--- src/core/osc_cfg_pkg.sv ---
// Shared constants, types and helpers for the oscillator configuration decoder.
// Assumes one 25 MHz clock and a plain strobe-style register port.
package osc_cfg_pkg;

    // Configuration word storage
    localparam int unsigned CFG_WORD_COUNT = 7;
    localparam int unsigned CFG_WIDTH = 16;
    localparam logic [15:0] ERASED_WORD = 16'hFFFF;

    // Register indices on the 4-bit address port
    localparam logic [3:0] IDX_OSC_WORD = 4'h0;
    localparam logic [3:0] IDX_WDT_WORD = 4'h1;
    localparam logic [3:0] IDX_PROTECT_WORD = 4'h5;
    localparam logic [3:0] IDX_LAST_WORD = 4'h6;
    localparam logic [3:0] IDX_STATUS = 4'h7;
    localparam logic [3:0] IDX_ERASE = 4'h8;
    localparam logic [3:0] IDX_PENDING = 4'h9;

    // Field positions in the oscillator configuration word
    localparam int unsigned CKSM_LSB = 14;
    localparam int unsigned SRC_LSB = 8;
    localparam int unsigned MODE_LSB = 0;

    // Code-protect bits, active when cleared (erased state is unprotected)
    localparam int unsigned PROT_READ_BIT = 0;
    localparam int unsigned PROT_WRITE_BIT = 1;

    // Layout variants of the source and mode fields
    localparam int unsigned VARIANT_NARROW = 0;
    localparam int unsigned VARIANT_WIDE = 1;

    // Power-on capture sequencer states
    typedef enum logic [2:0] {
        ST_WAIT = 3'b001,
        ST_CAPTURE = 3'b010,
        ST_HOLD = 3'b100
    } capture_state_type;

    // Chosen oscillator source
    typedef enum logic [2:0] {
        SRC_PRIMARY = 3'h0,
        SRC_LP_RC = 3'h1,
        SRC_FAST_RC = 3'h2,
        SRC_TIMER32K = 3'h3,
        SRC_ALTERNATE = 3'h4,
        SRC_INVALID = 3'h7
    } source_type;

    // Chosen primary or alternate oscillator mode
    typedef enum logic [3:0] {
        MODE_NONE = 4'h0,
        MODE_OUTSIDE_CLOCK_IO = 4'h1,
        MODE_OUTSIDE_CLOCK_CLKOUT = 4'h2,
        MODE_OUTSIDE_RC_CLKOUT = 4'h3,
        MODE_OUTSIDE_RC_IO = 4'h4,
        MODE_MID_FREQ_CRYSTAL = 4'h5,
        MODE_HIGH_SPEED_CRYSTAL = 4'h6,
        MODE_LOW_FREQ_CRYSTAL = 4'h7,
        MODE_HS_DIV3 = 4'h8,
        MODE_HS_DIV2 = 4'h9,
        MODE_RESERVED = 4'hF
    } mode_type;

    // Mode plus multiplier and output pin use
    typedef struct packed {
        mode_type mode;
        logic [2:0] pll_log2;
        logic pin_io;
        logic pin_clkout;
    } mode_info_type;

    // Complete decoded clock setting
    typedef struct packed {
        logic valid;
        logic switch_en;
        logic monitor_en;
        source_type source;
        mode_info_type info;
    } osc_setting_type;

    // Builds one mode entry in a single line of a decode table
    function automatic mode_info_type mode_info(input mode_type m, input logic [2:0] p,
                                                input logic io, input logic ck);
        mode_info_type r;
        r.mode = m;
        r.pll_log2 = p;
        r.pin_io = io;
        r.pin_clkout = ck;
        return r;
    endfunction : mode_info

    // Status word: [15] valid, [14] switch, [13] monitor, [12:10] source,
    // [9:6] mode, [5:3] multiplier log2, [2] pin io, [1] pin clock out
    function automatic logic [15:0] pack_status(input osc_setting_type s);
        return {s.valid, s.switch_en, s.monitor_en, s.source, s.info, 1'b0};
    endfunction : pack_status

endpackage : osc_cfg_pkg

--- src/core/osc_config_fuse_decode.sv ---
// Oscillator configuration fuse block: fuse bank, power-on capture of the
// clock setting, code-protect gating and the register port.
// Assumes synchronous inputs, one clock and a master that never waits.
//
// The placing of the registers and the plain strobed port were left to the implementer.
`timescale 1ns/1ps
`default_nettype none
module osc_config_fuse_decode
    import osc_cfg_pkg::*;
#(
    parameter int unsigned VARIANT = VARIANT_WIDE
) (
    input wire logic clock,
    input wire logic sys_rst,
    input wire logic [3:0] reg_addr,
    input wire logic [15:0] reg_wdata,
    input wire logic reg_wr,
    input wire logic reg_rd,
    output logic [15:0] reg_rdata,
    output osc_setting_type osc_setting,
    output logic setting_ready,
    output logic [15:0] wdt_config,
    input wire logic outside_prog_rd_req,
    input wire logic outside_prog_wr_req,
    output logic prog_rd_grant,
    output logic prog_wr_grant,
    input wire logic firmware_active,
    input wire logic firmware_target_exec,
    output logic firmware_grant
);

    // Fuse bank wiring
    logic [CFG_WORD_COUNT-1:0][15:0] words; // Current fuse contents
    logic [CFG_WORD_COUNT-1:0] pending; // Erased, awaiting rewrite
    logic word_wr; // Write aimed at a fuse word
    logic erase_wr; // Write to the erase control
    osc_setting_type decoded; // Live decode of the stored word

    // Capture sequencer and snapshot
    capture_state_type state_reg;
    capture_state_type state_next;
    osc_setting_type setting_reg; // Held power-on setting
    osc_setting_type setting_next;
    logic [15:0] snap_reg; // Word that produced the setting
    logic [15:0] snap_next;
    logic [15:0] wdt_reg; // Held watchdog configuration
    logic [15:0] wdt_next;

    // Read path
    logic [15:0] rdata_reg;
    logic [15:0] rdata_next;

    // Write decode; addresses beyond the last word are not fuses
    assign word_wr = reg_wr && (reg_addr <= IDX_LAST_WORD);
    assign erase_wr = reg_wr && (reg_addr == IDX_ERASE);

    // Non-volatile words with erase tracking
    cfg_fuse_bank #(
        .WORDS(CFG_WORD_COUNT)
    ) u_bank (
        .clock(clock),
        .sys_rst(sys_rst),
        .wr_en(word_wr),
        .wr_idx(reg_addr[2:0]),
        .wr_data(reg_wdata),
        .erase_en(erase_wr),
        .erase_mask(reg_wdata[CFG_WORD_COUNT-1:0]),
        .words(words),
        .pending(pending)
    );

    // Table decode of the oscillator word
    osc_mode_decoder #(
        .VARIANT(VARIANT)
    ) u_decode (
        .cfg_word(words[IDX_OSC_WORD[2:0]]),
        .setting(decoded)
    );

    // Sequencer next state: wait one edge after release, capture, then hold.
    // Capturing a cycle late lets the bank settle out of reset first.
    always_comb begin
        state_next = state_reg;
        setting_next = setting_reg;
        snap_next = snap_reg;
        wdt_next = wdt_reg;
        unique case (state_reg)
            ST_WAIT: begin
                state_next = ST_CAPTURE;
            end
            ST_CAPTURE: begin
                // Single sample of the power-up settings
                setting_next = decoded;
                snap_next = words[IDX_OSC_WORD[2:0]];
                wdt_next = words[IDX_WDT_WORD[2:0]];
                state_next = ST_HOLD;
            end
            ST_HOLD: begin
                // Later fuse writes wait for the next power-on reset
                state_next = ST_HOLD;
            end
            default: begin
                state_next = ST_WAIT;
            end
        endcase
    end

    // Sequencer registers
    always_ff @(posedge clock or posedge sys_rst) begin
        if (sys_rst) begin
            state_reg <= ST_WAIT;
            setting_reg <= '0;
            snap_reg <= '0;
            wdt_reg <= '0;
        end else begin
            state_reg <= state_next;
            setting_reg <= setting_next;
            snap_reg <= snap_next;
            wdt_reg <= wdt_next;
        end
    end

    // Read mux; write-only and unmapped indices read as zero
    always_comb begin
        rdata_next = 16'h0000;
        if (reg_rd) begin
            if (reg_addr <= IDX_LAST_WORD) begin
                rdata_next = words[reg_addr[2:0]];
            end else if (reg_addr == IDX_STATUS) begin
                rdata_next = pack_status(setting_reg);
            end else if (reg_addr == IDX_PENDING) begin
                rdata_next = {{(16 - CFG_WORD_COUNT){1'b0}}, pending};
            end
        end
    end

    // Read data register, valid only the cycle after the strobe
    always_ff @(posedge clock or posedge sys_rst) begin
        if (sys_rst) begin
            rdata_reg <= 16'h0000;
        end else begin
            rdata_reg <= rdata_next;
        end
    end

    // Access gating: protection follows the live fuse, not the snapshot,
    // so protecting a part takes effect without a power cycle
    always_comb begin
        prog_rd_grant = outside_prog_rd_req && words[IDX_PROTECT_WORD[2:0]][PROT_READ_BIT];
        prog_wr_grant = outside_prog_wr_req && words[IDX_PROTECT_WORD[2:0]][PROT_WRITE_BIT];
        // Firmware fetches confined to the executive region
        firmware_grant = firmware_active && firmware_target_exec;
    end

    // Outputs
    assign reg_rdata = rdata_reg;
    assign osc_setting = setting_reg;
    assign setting_ready = (state_reg == ST_HOLD);
    assign wdt_config = wdt_reg;
endmodule : osc_config_fuse_decode
`default_nettype wire

--- src/core/cfg_fuse_bank.sv ---
// Bank of non-volatile configuration words with per-word erase.
// Assumes the register port never writes and erases in the same cycle.
`timescale 1ns/1ps
`default_nettype none
module cfg_fuse_bank
    import osc_cfg_pkg::*;
#(
    parameter int unsigned WORDS = CFG_WORD_COUNT
) (
    input wire logic clock,
    input wire logic sys_rst,
    input wire logic wr_en,
    input wire logic [2:0] wr_idx,
    input wire logic [15:0] wr_data,
    input wire logic erase_en,
    input wire logic [WORDS-1:0] erase_mask,
    output logic [WORDS-1:0][15:0] words,
    output logic [WORDS-1:0] pending
);

    logic [WORDS-1:0][15:0] words_reg; // Stored fuse values
    logic [WORDS-1:0][15:0] words_next;
    logic [WORDS-1:0] pending_reg; // Erased and not yet rewritten
    logic [WORDS-1:0] pending_next;

    // Next values: an erase sets the word to ones and flags it for rewriting
    always_comb begin
        words_next = words_reg;
        pending_next = pending_reg;
        for (int i = 0; i < WORDS; i++) begin
            if (wr_en && wr_idx == i[2:0]) begin
                words_next[i] = wr_data;
                pending_next[i] = 1'b0; // Rewrite satisfies the erase
            end
            // Erase after the write so a flag raised now is never lost
            if (erase_en && erase_mask[i]) begin
                words_next[i] = ERASED_WORD;
                pending_next[i] = 1'b1;
            end
        end
    end

    // Registers; reset loads the erased state
    always_ff @(posedge clock or posedge sys_rst) begin
        if (sys_rst) begin
            words_reg <= {WORDS{ERASED_WORD}};
            pending_reg <= '0;
        end else begin
            words_reg <= words_next;
            pending_reg <= pending_next;
        end
    end

    assign words = words_reg;
    assign pending = pending_reg;

endmodule : cfg_fuse_bank
`default_nettype wire

--- src/core/osc_mode_decoder.sv ---
// Pure decode of the oscillator configuration word into a clock setting.
// Assumes the caller samples the result at the right moment.
`timescale 1ns/1ps
`default_nettype none
module osc_mode_decoder
    import osc_cfg_pkg::*;
#(
    parameter int unsigned VARIANT = VARIANT_WIDE
) (
    input wire logic [15:0] cfg_word,
    output osc_setting_type setting
);

    logic [1:0] clk_switch_monitor_sel; // Switch and monitor field
    logic [2:0] osc_source_sel; // Source field
    logic [4:0] osc_mode_sel; // Mode field

    // Field extraction, then table lookups
    always_comb begin
        clk_switch_monitor_sel = cfg_word[CKSM_LSB +: 2];
        osc_source_sel = cfg_word[SRC_LSB +: 3];
        osc_mode_sel = cfg_word[MODE_LSB +: 5];
        setting.switch_en = (clk_switch_monitor_sel[1] == 1'b0);
        setting.monitor_en = (clk_switch_monitor_sel == 2'b00);
        // Source selection
        if (VARIANT == VARIANT_NARROW) begin
            unique case (osc_source_sel[1:0])
                2'b11: setting.source = SRC_PRIMARY;
                2'b10: setting.source = SRC_LP_RC;
                2'b01: setting.source = SRC_FAST_RC;
                2'b00: setting.source = SRC_TIMER32K;
            endcase
        end else begin
            case (osc_source_sel)
                3'b111: setting.source = SRC_PRIMARY;
                3'b011: setting.source = SRC_ALTERNATE;
                3'b010: setting.source = SRC_LP_RC;
                3'b001: setting.source = SRC_FAST_RC;
                3'b000: setting.source = SRC_TIMER32K;
                default: setting.source = SRC_INVALID; // Reserved codes
            endcase
        end
        // Mode selection, only meaningful for primary or alternate
        setting.info = mode_info(MODE_NONE, 3'h0, 1'b0, 1'b0);
        if (setting.source == SRC_PRIMARY && VARIANT == VARIANT_NARROW) begin
            casez (osc_mode_sel[3:0])
                4'b1111: setting.info = mode_info(MODE_OUTSIDE_CLOCK_IO, 3'h4, 1'b1, 1'b0);
                4'b1110: setting.info = mode_info(MODE_OUTSIDE_CLOCK_IO, 3'h3, 1'b1, 1'b0);
                4'b1101: setting.info = mode_info(MODE_OUTSIDE_CLOCK_IO, 3'h2, 1'b1, 1'b0);
                4'b1100: setting.info = mode_info(MODE_OUTSIDE_CLOCK_IO, 3'h0, 1'b1, 1'b0);
                4'b1011: setting.info = mode_info(MODE_OUTSIDE_CLOCK_CLKOUT, 3'h0, 1'b0, 1'b1);
                4'b1001: setting.info = mode_info(MODE_OUTSIDE_RC_CLKOUT, 3'h0, 1'b0, 1'b1);
                4'b1000: setting.info = mode_info(MODE_OUTSIDE_RC_IO, 3'h0, 1'b1, 1'b0);
                4'b0111: setting.info = mode_info(MODE_MID_FREQ_CRYSTAL, 3'h4, 1'b0, 1'b0);
                4'b0110: setting.info = mode_info(MODE_MID_FREQ_CRYSTAL, 3'h3, 1'b0, 1'b0);
                4'b0101: setting.info = mode_info(MODE_MID_FREQ_CRYSTAL, 3'h2, 1'b0, 1'b0);
                4'b0100: setting.info = mode_info(MODE_MID_FREQ_CRYSTAL, 3'h0, 1'b0, 1'b0);
                4'b001?: setting.info = mode_info(MODE_HIGH_SPEED_CRYSTAL, 3'h0, 1'b0, 1'b0);
                4'b0000: setting.info = mode_info(MODE_LOW_FREQ_CRYSTAL, 3'h0, 1'b0, 1'b0);
                default: setting.info = mode_info(MODE_RESERVED, 3'h0, 1'b0, 1'b0);
            endcase
        end else if (setting.source == SRC_PRIMARY) begin
            case (osc_mode_sel)
                5'b10111: setting.info = mode_info(MODE_HS_DIV3, 3'h4, 1'b0, 1'b0);
                5'b10110: setting.info = mode_info(MODE_HS_DIV3, 3'h3, 1'b0, 1'b0);
                5'b10101: setting.info = mode_info(MODE_HS_DIV3, 3'h2, 1'b0, 1'b0);
                5'b10011: setting.info = mode_info(MODE_HS_DIV2, 3'h4, 1'b0, 1'b0);
                5'b10010: setting.info = mode_info(MODE_HS_DIV2, 3'h3, 1'b0, 1'b0);
                5'b10001: setting.info = mode_info(MODE_HS_DIV2, 3'h2, 1'b0, 1'b0);
                5'b01111: setting.info = mode_info(MODE_OUTSIDE_CLOCK_IO, 3'h4, 1'b1, 1'b0);
                5'b01110: setting.info = mode_info(MODE_OUTSIDE_CLOCK_IO, 3'h3, 1'b1, 1'b0);
                5'b01101: setting.info = mode_info(MODE_OUTSIDE_CLOCK_IO, 3'h2, 1'b1, 1'b0);
                5'b00111: setting.info = mode_info(MODE_MID_FREQ_CRYSTAL, 3'h4, 1'b0, 1'b0);
                5'b00110: setting.info = mode_info(MODE_MID_FREQ_CRYSTAL, 3'h3, 1'b0, 1'b0);
                5'b00101: setting.info = mode_info(MODE_MID_FREQ_CRYSTAL, 3'h2, 1'b0, 1'b0);
                default: setting.info = mode_info(MODE_RESERVED, 3'h0, 1'b0, 1'b0); // 11xxx too
            endcase
        end else if (setting.source == SRC_ALTERNATE) begin
            case (osc_mode_sel)
                5'b01100: setting.info = mode_info(MODE_OUTSIDE_CLOCK_IO, 3'h0, 1'b1, 1'b0);
                5'b01011: setting.info = mode_info(MODE_OUTSIDE_CLOCK_CLKOUT, 3'h0, 1'b0, 1'b1);
                5'b01001: setting.info = mode_info(MODE_OUTSIDE_RC_CLKOUT, 3'h0, 1'b0, 1'b1);
                5'b01000: setting.info = mode_info(MODE_OUTSIDE_RC_IO, 3'h0, 1'b1, 1'b0);
                5'b00100: setting.info = mode_info(MODE_MID_FREQ_CRYSTAL, 3'h0, 1'b0, 1'b0);
                5'b00010: setting.info = mode_info(MODE_HIGH_SPEED_CRYSTAL, 3'h0, 1'b0, 1'b0);
                5'b00000: setting.info = mode_info(MODE_LOW_FREQ_CRYSTAL, 3'h0, 1'b0, 1'b0);
                default: setting.info = mode_info(MODE_RESERVED, 3'h0, 1'b0, 1'b0);
            endcase
        end
        // Reserved source or mode marks the whole setting invalid
        setting.valid = (setting.source != SRC_INVALID) && (setting.info.mode != MODE_RESERVED);
    end

endmodule : osc_mode_decoder
`default_nettype wire

--- config.mk ---
export PLATFORM = sky130hd
export DESIGN_NAME = osc_config_fuse_decode
export DESIGN_NICKNAME = d
export VERILOG_FILES = /design/src/core/osc_cfg_pkg.sv /design/src/core/osc_config_fuse_decode.sv /design/src/core/cfg_fuse_bank.sv /design/src/core/osc_mode_decoder.sv
export SDC_FILE = /design/constraint.sdc
export NUM_CORES = 1
export LEC_CHECK = 0
export BUFFER_PORTS_ARGS = -buffer_cell sky130_fd_sc_hd__buf_4
export CAP_MARGIN = 20
export CORE_MARGIN = 3
export CORE_UTILIZATION = 53
export DETAILED_ROUTE_END_ITERATION = 10
export GPL_TIMING_DRIVEN = 0
export HOLD_SLACK_MARGIN = 0.03
export MAX_ROUTING_LAYER = met4
export PLACE_DENSITY = 0.77
export SLEW_MARGIN = 25
export SYNTH_ARGS = -nofsm -noshare
export SYNTH_HDL_FRONTEND = slang
export SYNTH_SLANG_ARGS = --single-unit
--- constraint.sdc ---
create_clock -name clock -period 4.3 [get_ports clock]
set_input_delay 0.215 -clock clock [delete_from_list [all_inputs] [get_ports clock]]
set_output_delay 0.215 -clock clock [all_outputs]
set_load 0.005 [all_outputs]
; After elaboration in Yosys (flattened, before gate mapping)
; Memories as Yosys holds them, arrays and structs flattened.
; Cells that the tools add are included.
[word_totals]
ff_bits = 169
rom_bits = 256
inputBits = 28
output_inout_bits = 51
mem_count = 1
[classes]
magnitude_cmp = 2
n_eq_ne = 25
mux = 39
bitwise = 1
n_reduce_logical = 33
[memory_table]
columns = name, depth, word_bits, read_ports, rd_clocked_by_memory_dff, write_ports, line
row1 = (name not given), 32, 8, 1, 0, 0, osc_mode_decoder.sv:63  ; case (osc_mode_sel)
[ops]
columns = operator, count
row1 = $mux W16, 18
row2 = $pmux W9 S7, 1
row3 = $bmux W16 S3, 1
row4 = $eq A5 B4 Y1 const B, 4
row5 = $logic_and A1 B1 Y1, 20
row6 = $eq A3 B3 Y1 const B, 6
row7 = $mux W9, 2
row8 = $eq A3 B2 Y1 const B, 5
row9 = $pmux W3 S5, 1
row10 = $mux W1, 14
row11 = $reduce_bool A2 Y1, 7
row12 = $eq A3 B1 Y1 const B, 3
row13 = $logic_not A3 Y1, 3
row14 = $eq A4 B4 Y1 const B, 2
row15 = $mux W7, 1
row16 = $pmux W3 S2, 1
row17 = $eq A5 B2 Y1 const B, 1
row18 = $eq A5 B3 Y1 const B, 1
row19 = $logic_not A5 Y1, 1
row20 = $eq A4 B3 Y1 const B, 1
row21 = $le A4 B3 Y1 const B, 1
row22 = $lt A3 B4 Y1 const B, 1
row23 = $ne A4 B4 Y1 const B, 1
row24 = $ne A3 B3 Y1 const B, 1
row25 = 3 further kinds, 3

; Depth between registers and ports, before layout
; Gate-level depths: netlist (run 1).
[logic_depth]
word_depth = 7
depth_mapped = 7
mapped_depth_nobuf = 6

; Hierarchy
; Synthesis (run 1) repeated with hierarchy kept, for this count alone.
[hier_totals]
cells_unflattened = 883
hier_area_um2 = 9386.5
[modules_own_cells]
columns = module, n_inst, cells_each, area_per_inst_um2
row1 = cfg_fuse_bank, 1, 552, 5948.2
row2 = osc_config_fuse_decode, 1, 275, 3064.2
row3 = osc_mode_decoder, 1, 56, 374.1

; Worst setup path after synthesis (run 1)
; Ideal clock, no wire load.
[synth_timing]
kind = flip-flop to flip-flop
from = register u_bank.words_reg (netlist bit u_bank.words[0])
to = register setting_reg (netlist bit osc_setting[5])
setup_time_ps = 121
arrival_time_ps = 1564
slack_ps = 2615
stages_incl_launch_ff = 7
synth_period_minus_slack_ps = 1685
path_cell_list = dfstp_2 -> inv_1 -> ha_1 -> nor2b_1 -> a2111oi_0 -> o21ai_0 -> a22o_1
[synth_via]
elab_chain_cells = 4
word_cells_on_any_way = 11
cone_classes = 6 x eq/ne / 3 x mux / 1 x reduce/logical / 1 x memory
[synth_rtl]
columns = element, line
row1 = from (decl), cfg_fuse_bank.sv:21  ; logic [WORDS-1:0][15:0] words_reg;
row2 = from (signal assigned), cfg_fuse_bank.sv:46  ; words_reg <= {WORDS{ERASED_WORD}};
row3 = from (signal assigned), cfg_fuse_bank.sv:49  ; words_reg <= words_next;
row4 = "$eq A5 B2 Y1, or another cell as far along", osc_mode_decoder.sv:79  ; case (osc_mode_sel)
row5 = $pmux W9 S7, osc_mode_decoder.sv:79
row6 = $mux W9, osc_mode_decoder.sv:78  ; end else if (setting.source == SRC_ALTERNATE) begin
row7 = $mux W9 *, osc_mode_decoder.sv:62  ; end else if (setting.source == SRC_PRIMARY) begin
row8 = to (signal assigned), osc_config_fuse_decode.sv:117  ; setting_reg <= setting_next;
row9 = to (decl), osc_config_fuse_decode.sv:42  ; osc_setting_type setting_reg;
; Mark *: on every way between the ends. The rest lies on a longest branch, timed or not.
; A chain may end at the register's enable or synchronous reset.

; Worst setup path in the final report (run 1)
[layout_timing]
from = register state_reg[0]
to = register setting_reg (netlist bit osc_setting[12])
[layout_via]
elab_chain_cells = 1
[layout_rtl]
columns = element, line
row1 = from (decl), osc_config_fuse_decode.sv:40  ; capture_state_type state_reg;
row2 = from (signal assigned), osc_config_fuse_decode.sv:116  ; state_reg <= state_next;
row3 = $eq A3 B2 Y1, osc_config_fuse_decode.sv:87  ; unique case (state_reg)
; No other way between the ends.

==> summary.md, run 1 <==
| Metric | Value |
|---|---|
| Outcome | finished, final reports clean |
| # clock sinks | ~170 |
| Htree depth | 4 |
| CTS tree | yes |
| FF+latch count, synth | roughly 170 |
| Cell Rows | 44 |
| Clock transition at the registers of the reported paths | 0.06 ns |
| Die Y | about 130 um |
| Core area | between 10000 and 15000 um^2 |
| Setup_tns | 0 ns |
| Leakage power | ~4.3 nW |
| Fin cells | 1128 |
| Post_cts resized | 0 |
| Largest net degree at the start of global routing | 32 |
| Most frequent cells in the layout | 293 x nand2_1, 113 x dfstp_2, 93 x nand3_1, 72 x buf_4, 56 x dfrtp_1 |
| Ratio of cells with drive above 1 in the final layout | a little under 30% |
| Hold Slack | roughly 0.063 ns |
| Critical path cell sequence | or3b_2 > clkbuf_1 > clkbuf_1 > nand2_1 > o31ai_1 |
| Chip width | between 100 and 150 um |
| Fmax | approximately 500 MHz |
| Final Instance Area | about 9400 um^2 |
| Max VDD drop | roughly 0.00029 V |
| Worst-margin pin slew | ~0.76 ns |
| Worst Hold Class | input port to register |
| Post-synth net total | slightly below 900 |
| Max FFs per register | 112 |
| Routability cong. | around 0.93 |
| DR iter-0 viols | between 700 and 800 |
| IO Port Bufs | between 60 and 70 |
| Ports | 79 |
| Slowest library cell on the worst path | clkbuf_1 |
| First-pass GRT wire length | about 36000 um |
| Register area | about 4400 um^2 |
| Levels on crit path | 5 |
| R2r worst-path depth | 5 |
| WP data required | 4.63 ns |
| Via/cell ratio | a little over 6 |
| Pins Over Slew Limit | 0 |
| Antenna Nets Post-Route | 0 |
| CP endpoint kind | register |
| Initial core utilization | 54.56% |
| Commonest non-fill, non-tap cell in the layout | nand2_1 |
| Via count | 6804 |
| Setup Skew | a little under 0.009 ns |
| Yosys warnings | 0 |
| Hold Vio Cnt, Final | 0 |
| Area contributors post-synth | dfstp_2 37%, dfrtp_1 18%, nand2_1 14% |
| Die Area | roughly 17000 um^2 |
| Setup CP Type | register to register |
| Worst-Skew Late Latency | around 0.43 ns |
| Synth top area share | a little under two fifths |
| DRT Pass-1 Iters | 5 |
| Peak per-stage delay on the critical path | approximately 0.63 ns |
| Delay-heaviest family, CP | buffers and inverters |
| Post-placement cell area | about 8800 um^2 |
| Clock Path Buffers | 2 |
| Clock Tree Root | clkbuf_16 |
| Vias in the first global route | roughly 6500 |
| Area of the multi-input gates | around 3300 um^2 |
| Placed cells | approximately 1100 |
| Initial antenna violation count | 1 |
| P&R area growth vs syn | 18.22% |
| Filler instances | about 1200 |
| Cell Area, Synth | ~8000 um^2 |
| Pwr Density | between 400 and 500 nW/um^2 |
| Final worst-path cycle share | a little under half |
| Worst EP arrival | ~2.3 ns |
| Hpwl dp | 16460 um |
| Num CTS Buffers | 17 |
| RSZ-0062 raised after global routing | no |
| Setup violators final | 0 |
| DRC | 0 |
| Hold depth | 4 |
| Max_slew headroom | between 40% and 50% |
| CP startpoint kind | register |
| Final net count | roughly 960 |
| Critical path buffers and inverters | 2 |
| Sequential element share of the synthesized area | a little over half |
| Crit-path max FO | 11 |
| Remaining Overflow, GRT | 0 |
| Crit path time final | 1.992 ns |
| Syn_area_per_cell | between 9 and 10 um^2 |
| Cells after synthesis | 835 |
| Total Wirelength | 22600 um |
| GRT Util Overall | 29.18% |
| Routed WL per cell | 20.03 um |
| Post-synth cell types | 54 |
| Cell mode on critical path | clkbuf_1 |
| Synth area leader | dfstp_2 |
| Maximum Capacitance Violations | 0 |
## worst reg2reg max path: stages, from the launching register on
cell,delay [ns]
dfstp_2,0.54
or3b_2,0.12
clkbuf_1,0.33
clkbuf_1,0.63
nand2_1,0.16
o31ai_1,0.11
## stage by stage
step	util [%]	setup WS, ns	power (mW)
5_1_grt	64.50	2.160	4.700
4_1_cts	64.49	2.374	4.493
2_1_floorplan	-	2.023	2.758
3_3_place_gp	59.72	0.9810	3.000
6_report	64.50	2.308	4.501
3_5_place_dp	60.64	2.363	3.057
## kinds of logic after synthesis
family,Yosys count,share of synthesized area (%)
XOR/XNOR,1,0.1100
adder cells (fa/ha/maj),5,0.7859
AO/OA/AOI/OAI,95,7.749
AND/OR/NAND/NOR,467,25.26
buffers and inverters,66,3.709
multiplexers,32,7.482
flip-flops,169,54.90
## per-layer routing
metal | GRT usage, % | vias to the layer above | part of all wire, %
li1 | - | 3027 | -
met1 | 39.19 | 3332 | 40
met2 | 44.04 | 387 | 48
met3 | 5.272 | 58 | 8.5
met4 | 12.48 | 0 | 3.4
met5 | - | - | 0
## report_power, final
| group | total [mW] | internal, mW | switching, mW |
|---|---|---|---|
| sequential | 2.29 | 2.08 | 0.210 |
| combinational | 0.768 | 0.360 | 0.407 |
| clock | 1.45 | 0.858 | 0.588 |
## cell usage after synthesis (all sizes together)
cell type,number
nand2b,9
nor3b,6
a21oi,20
nor2,37
or3,1
nand2,296
nor2b,1
inv,6
nand3b,2
a31oi,2
mux2,10
nand4,1
mux2i,1
dfrtp,56
buf,23
mux4,21
and3,1
o211ai,2
a21boi,1
xnor2,1
or2,5
nor4,1
o21ai,29
clkbuf,36
o31ai,9
dfstp,113
or4,1
o22ai,5
or3b,2
o41ai,1
and2,5
o2111ai,1
nand3,93
a22o,7
nor3,5
a2111oi,5
a211oi,7
ha,5
o221ai,6
nor4b,1
clkinv,1
## area by class of cell
cell class	count	share of cell area [%]
clock buffers	29	5.425
flip-flops and latches	169	46.44
plain buffers	59	2.859
multi-input cells	600	35.01
repair buffers	76	7.047
diodes	1	0.02659
well taps	184	2.446
inverters	7	0.3191
clock inverters	3	0.4255
## worst paths after layout
check                                       from          endpoint  slack, ns
worst min-delay path                 reg_addr[0]   u_bank.words[0]       0.06
min in group asynchronous                sys_rst    osc_setting[3]       0.27
worst min register to register  u_bank.words[85]  u_bank.words[85]       0.46
worst max register to register      state_reg[0]   osc_setting[12]       2.31
worst max-delay path                state_reg[0]   osc_setting[12]       2.31
max in group asynchronous                sys_rst  u_bank.words[45]       3.15
## what timing repair did
item / 4_1_cts / 5_1_grt
hold endpoints to repair: 31 / 0
hold buffers: 1 / 0
buffers inserted: 0 / 0
(Power assumes the default switching activity.)
==> inputs of run 2 (changes only) <==
--- a/config.mk
+++ b/config.mk
@@ -5,6 +5,7 @@
 export SDC_FILE = /design/constraint.sdc
 export NUM_CORES = 1
 export LEC_CHECK = 0
+export ABC_AREA = 1
 export BUFFER_PORTS_ARGS = -buffer_cell sky130_fd_sc_hd__buf_4
 export CAP_MARGIN = 20
 export CORE_MARGIN = 3
==> constraint.sdc (replaced) <==
create_clock -name clock -period 1.8 [get_ports clock]
set_input_delay 0.09 -clock clock [delete_from_list [all_inputs] [get_ports clock]]
set_output_delay 0.09 -clock clock [all_outputs]
set_load 0.005 [all_outputs]
==> summary.md, run 2 <==
| Metric | Value |
|---|---|
| Final Instance Area | 9788 um^2 |
| Die Y | 129.1 um |
| Max VDD drop | between 0.0008 and 0.0009 V |
| Synth top area share | 37.00% |
| Clock Tree Root | clkbuf_16 |
| Cell Area, Synth | about 8000 um^2 |
| Crit-path max FO | 10 |
| Post-route setup slack | around 0.014 ns |
| DRT Pass-1 Iters | 7 |
| Fin cells | about 1300 |
| Worst-Skew Late Latency | about 0.44 ns |
| Clock transition at the registers of the reported paths | ~0.070 ns |
| Remaining Overflow, GRT | 0 |
| P&R area growth vs syn | 21.97% |
| Setup violators final | 0 |
| Chip width | approximately 130 um |
| CP endpoint kind | register |
| Worst EP arrival | between 2 and 2.5 ns |
| Ratio of cells with drive above 1 in the final layout | between 20% and 30% |
| Crit path time final | about 1.8 ns |
| Post-synth net total | around 980 |
| # clock sinks | about 170 |
| Pins Over Slew Limit | 0 |
| Num CTS Buffers | 17 |
| Setup_tns | 0 ns |
| Htree depth | 4 |
| Maximum Capacitance Violations | 0 |
| Via count | around 7400 |
| Vias in the first global route | roughly 7000 |
| Die Area | about 17000 um^2 |
| GRT Util Overall | approximately a third |
| Post-synth cell types | 32 |
| Post-synth top cells | 205 x o21ai_0, 180 x nand2_1, 122 x inv_1 |
| Worst-margin pin slew | approximately 0.83 ns |
| Post-placement cell area | 8922 um^2 |
| Hpwl dp | between 15000 and 20000 um |
| Sequential element share of the synthesized area | between 50% and 60% |
| Setup Skew | about 0.012 ns |
| Setup CP Type | input port to register |
| DRC | 0 |
| Area of the multi-input gates | between 3000 and 4000 um^2 |
| Cell Rows | 44 |
| Async SR Flop Fraction | between 90% and 100% |
| Hold Vio Cnt, Final | 0 |
| Final worst-path cycle share | about 99% |
| Clock Path Buffers | 2 |
| IO Port Bufs | between 70 and 80 |
| Area contributors post-synth | dfstp_2 37%, dfrtp_1 17%, o21ai_0 13% |
| Synth area leader | dfstp_2 |
| DP Worst Slack | -0.3627 ns |
| DR iter-0 viols | around 870 |
| Max FFs per register | approximately 110 |
| CP startpoint kind | input port |
| First-pass GRT wire length | a little under 40000 um |
| Via/cell ratio | a little under 6 |
| Max_slew headroom | 44.34% |
| Most frequent cell after synthesis | o21ai_0 |
| Initial core utilization | 54.60% |
| Most frequent cells in the layout | 204 x o21ai_0, 176 x nand2_1, 118 x inv_1, 113 x dfstp_2, 84 x buf_4 |
| Largest net degree at the start of global routing | 34 |
| FF+latch count, synth | 169 |
| Post-synth EDFFs | 0 |
| Cells after synthesis | approximately 950 |
| Routed WL per cell | 20.54 um |
| Syn_area_per_cell | 8.456 um^2 |
| Top_reg_cell synth | dfstp_2 |
| WP data required | 2.12 ns |
| Pwr Density | 1141 nW/um^2 |
| Fmax | 559.9 MHz |
| Leakage power | between 4 and 5 nW |
| Filler instances | 1258 |
| Core area | roughly 15000 um^2 |
| Final net count | approximately 1100 |
| Worst Hold Class | input port to register |
| Placed cells | approximately 1200 |
| CTS tree | yes |
| Initial antenna violation count | 1 |
| Register area | approximately 4400 um^2 |
| Commonest non-fill, non-tap cell in the layout | o21ai_0 |
| Total Wirelength | 26110 um |
| Ports | between 70 and 80 |
| Routability cong. | roughly 1.0 |
| Outcome | finished, final reports clean |
| Antenna Nets Post-Route | 0 |
| Yosys warnings | 0 |
| RSZ-0062 raised after global routing | no |
-- run 2: through the flow --
stage | total power, mW | util [%] | hold slack (ns)
2_1_floorplan | 6.567 | - | 0.2043
4_1_cts | 11.07 | 66.05 | 0.07708
3_5_place_dp | 7.412 | 60.70 | 0.1769
5_1_grt | 11.65 | 66.59 | 0.1385
6_report | 11.17 | 66.59 | 0.09417
3_3_place_gp | 7.335 | 60.02 | 0.3563
-- run 2: cell families (layout without fill, tap and decap cells) --
logic type,Yosys count,after routing,synth area share (%)
buf+inv,175,312,8.559
other cells,0,1,0
simple gates,318,318,16.82
compound gates,282,282,19.38
fa+ha+maj,5,5,0.7795
flops,169,169,54.46
-- run 2: what timing repair did --
| action | 4_1_cts | 5_1_grt |
|---|---|---|
| hold endpoints to repair | 67 | 0 |
| pin swaps | 0 | 5 |
| gates resized for setup | 3 | 16 |
| hold buffers | 18 | 0 |
| setup endpoints to repair | 30 | 34 |
| setup buffers | 2 | 5 |
-- run 2: where the power goes --
| part | leakage [nW] | switching (mW) | internal (mW) |
|---|---|---|---|
| logic | 2.39 | 1.33 | 0.786 |
| clock network | 0.282 | 1.53 | 2.11 |
| registers | 1.85 | 0.416 | 5.00 |
| total | 4.52 | 3.28 | 7.89 |
-- run 2: final timing paths --
check,start,endpoint,slack [ns],cells after the start
max in group asynchronous,sys_rst,u_bank.words[21],0.48,6
min in group asynchronous,sys_rst,u_bank.pending[2],0.29,3
worst max-delay path,reg_addr[0],reg_rdata[11],0.01,8
worst max register to register,u_bank.words[44],reg_rdata[12],0.06,6
worst min-delay path,reg_addr[3],u_bank.words[14],0.09,5
worst min register to register,state_reg[1],state_reg[1],0.46,1
-- run 2: layout make-up --
type | count | share of cell area, %
timing repair buffer | 105 | 9.152
sequential | 169 | 44.65
multi-input combinational | 605 | 30.73
clock inverter | 12 | 1.278
antenna | 1 | 0.02557
clock buffer | 20 | 4.666
inverter | 130 | 5.100
buffer | 45 | 2.045
tap | 184 | 2.352
-- run 2: worst max-delay path: stages --
cell and delay, ns:
buf_2 0.15, nor2_4 0.30, clkinvlp_4 0.35, clkbuf_1 0.38, o22ai_1 0.27, o21ai_0 0.25
nor2_1 0.25, nor2_1 0.06
-- run 2: layer usage --
layer | share of wire, % | global-route usage, % | vias to the layer above
li1 | - | - | 3373
met1 | 43 | 44.14 | 3618
met2 | 46 | 48.81 | 349
met3 | 8.3 | 7.708 | 61
met4 | 2.8 | 11.80 | 0
met5 | 0 | - | -
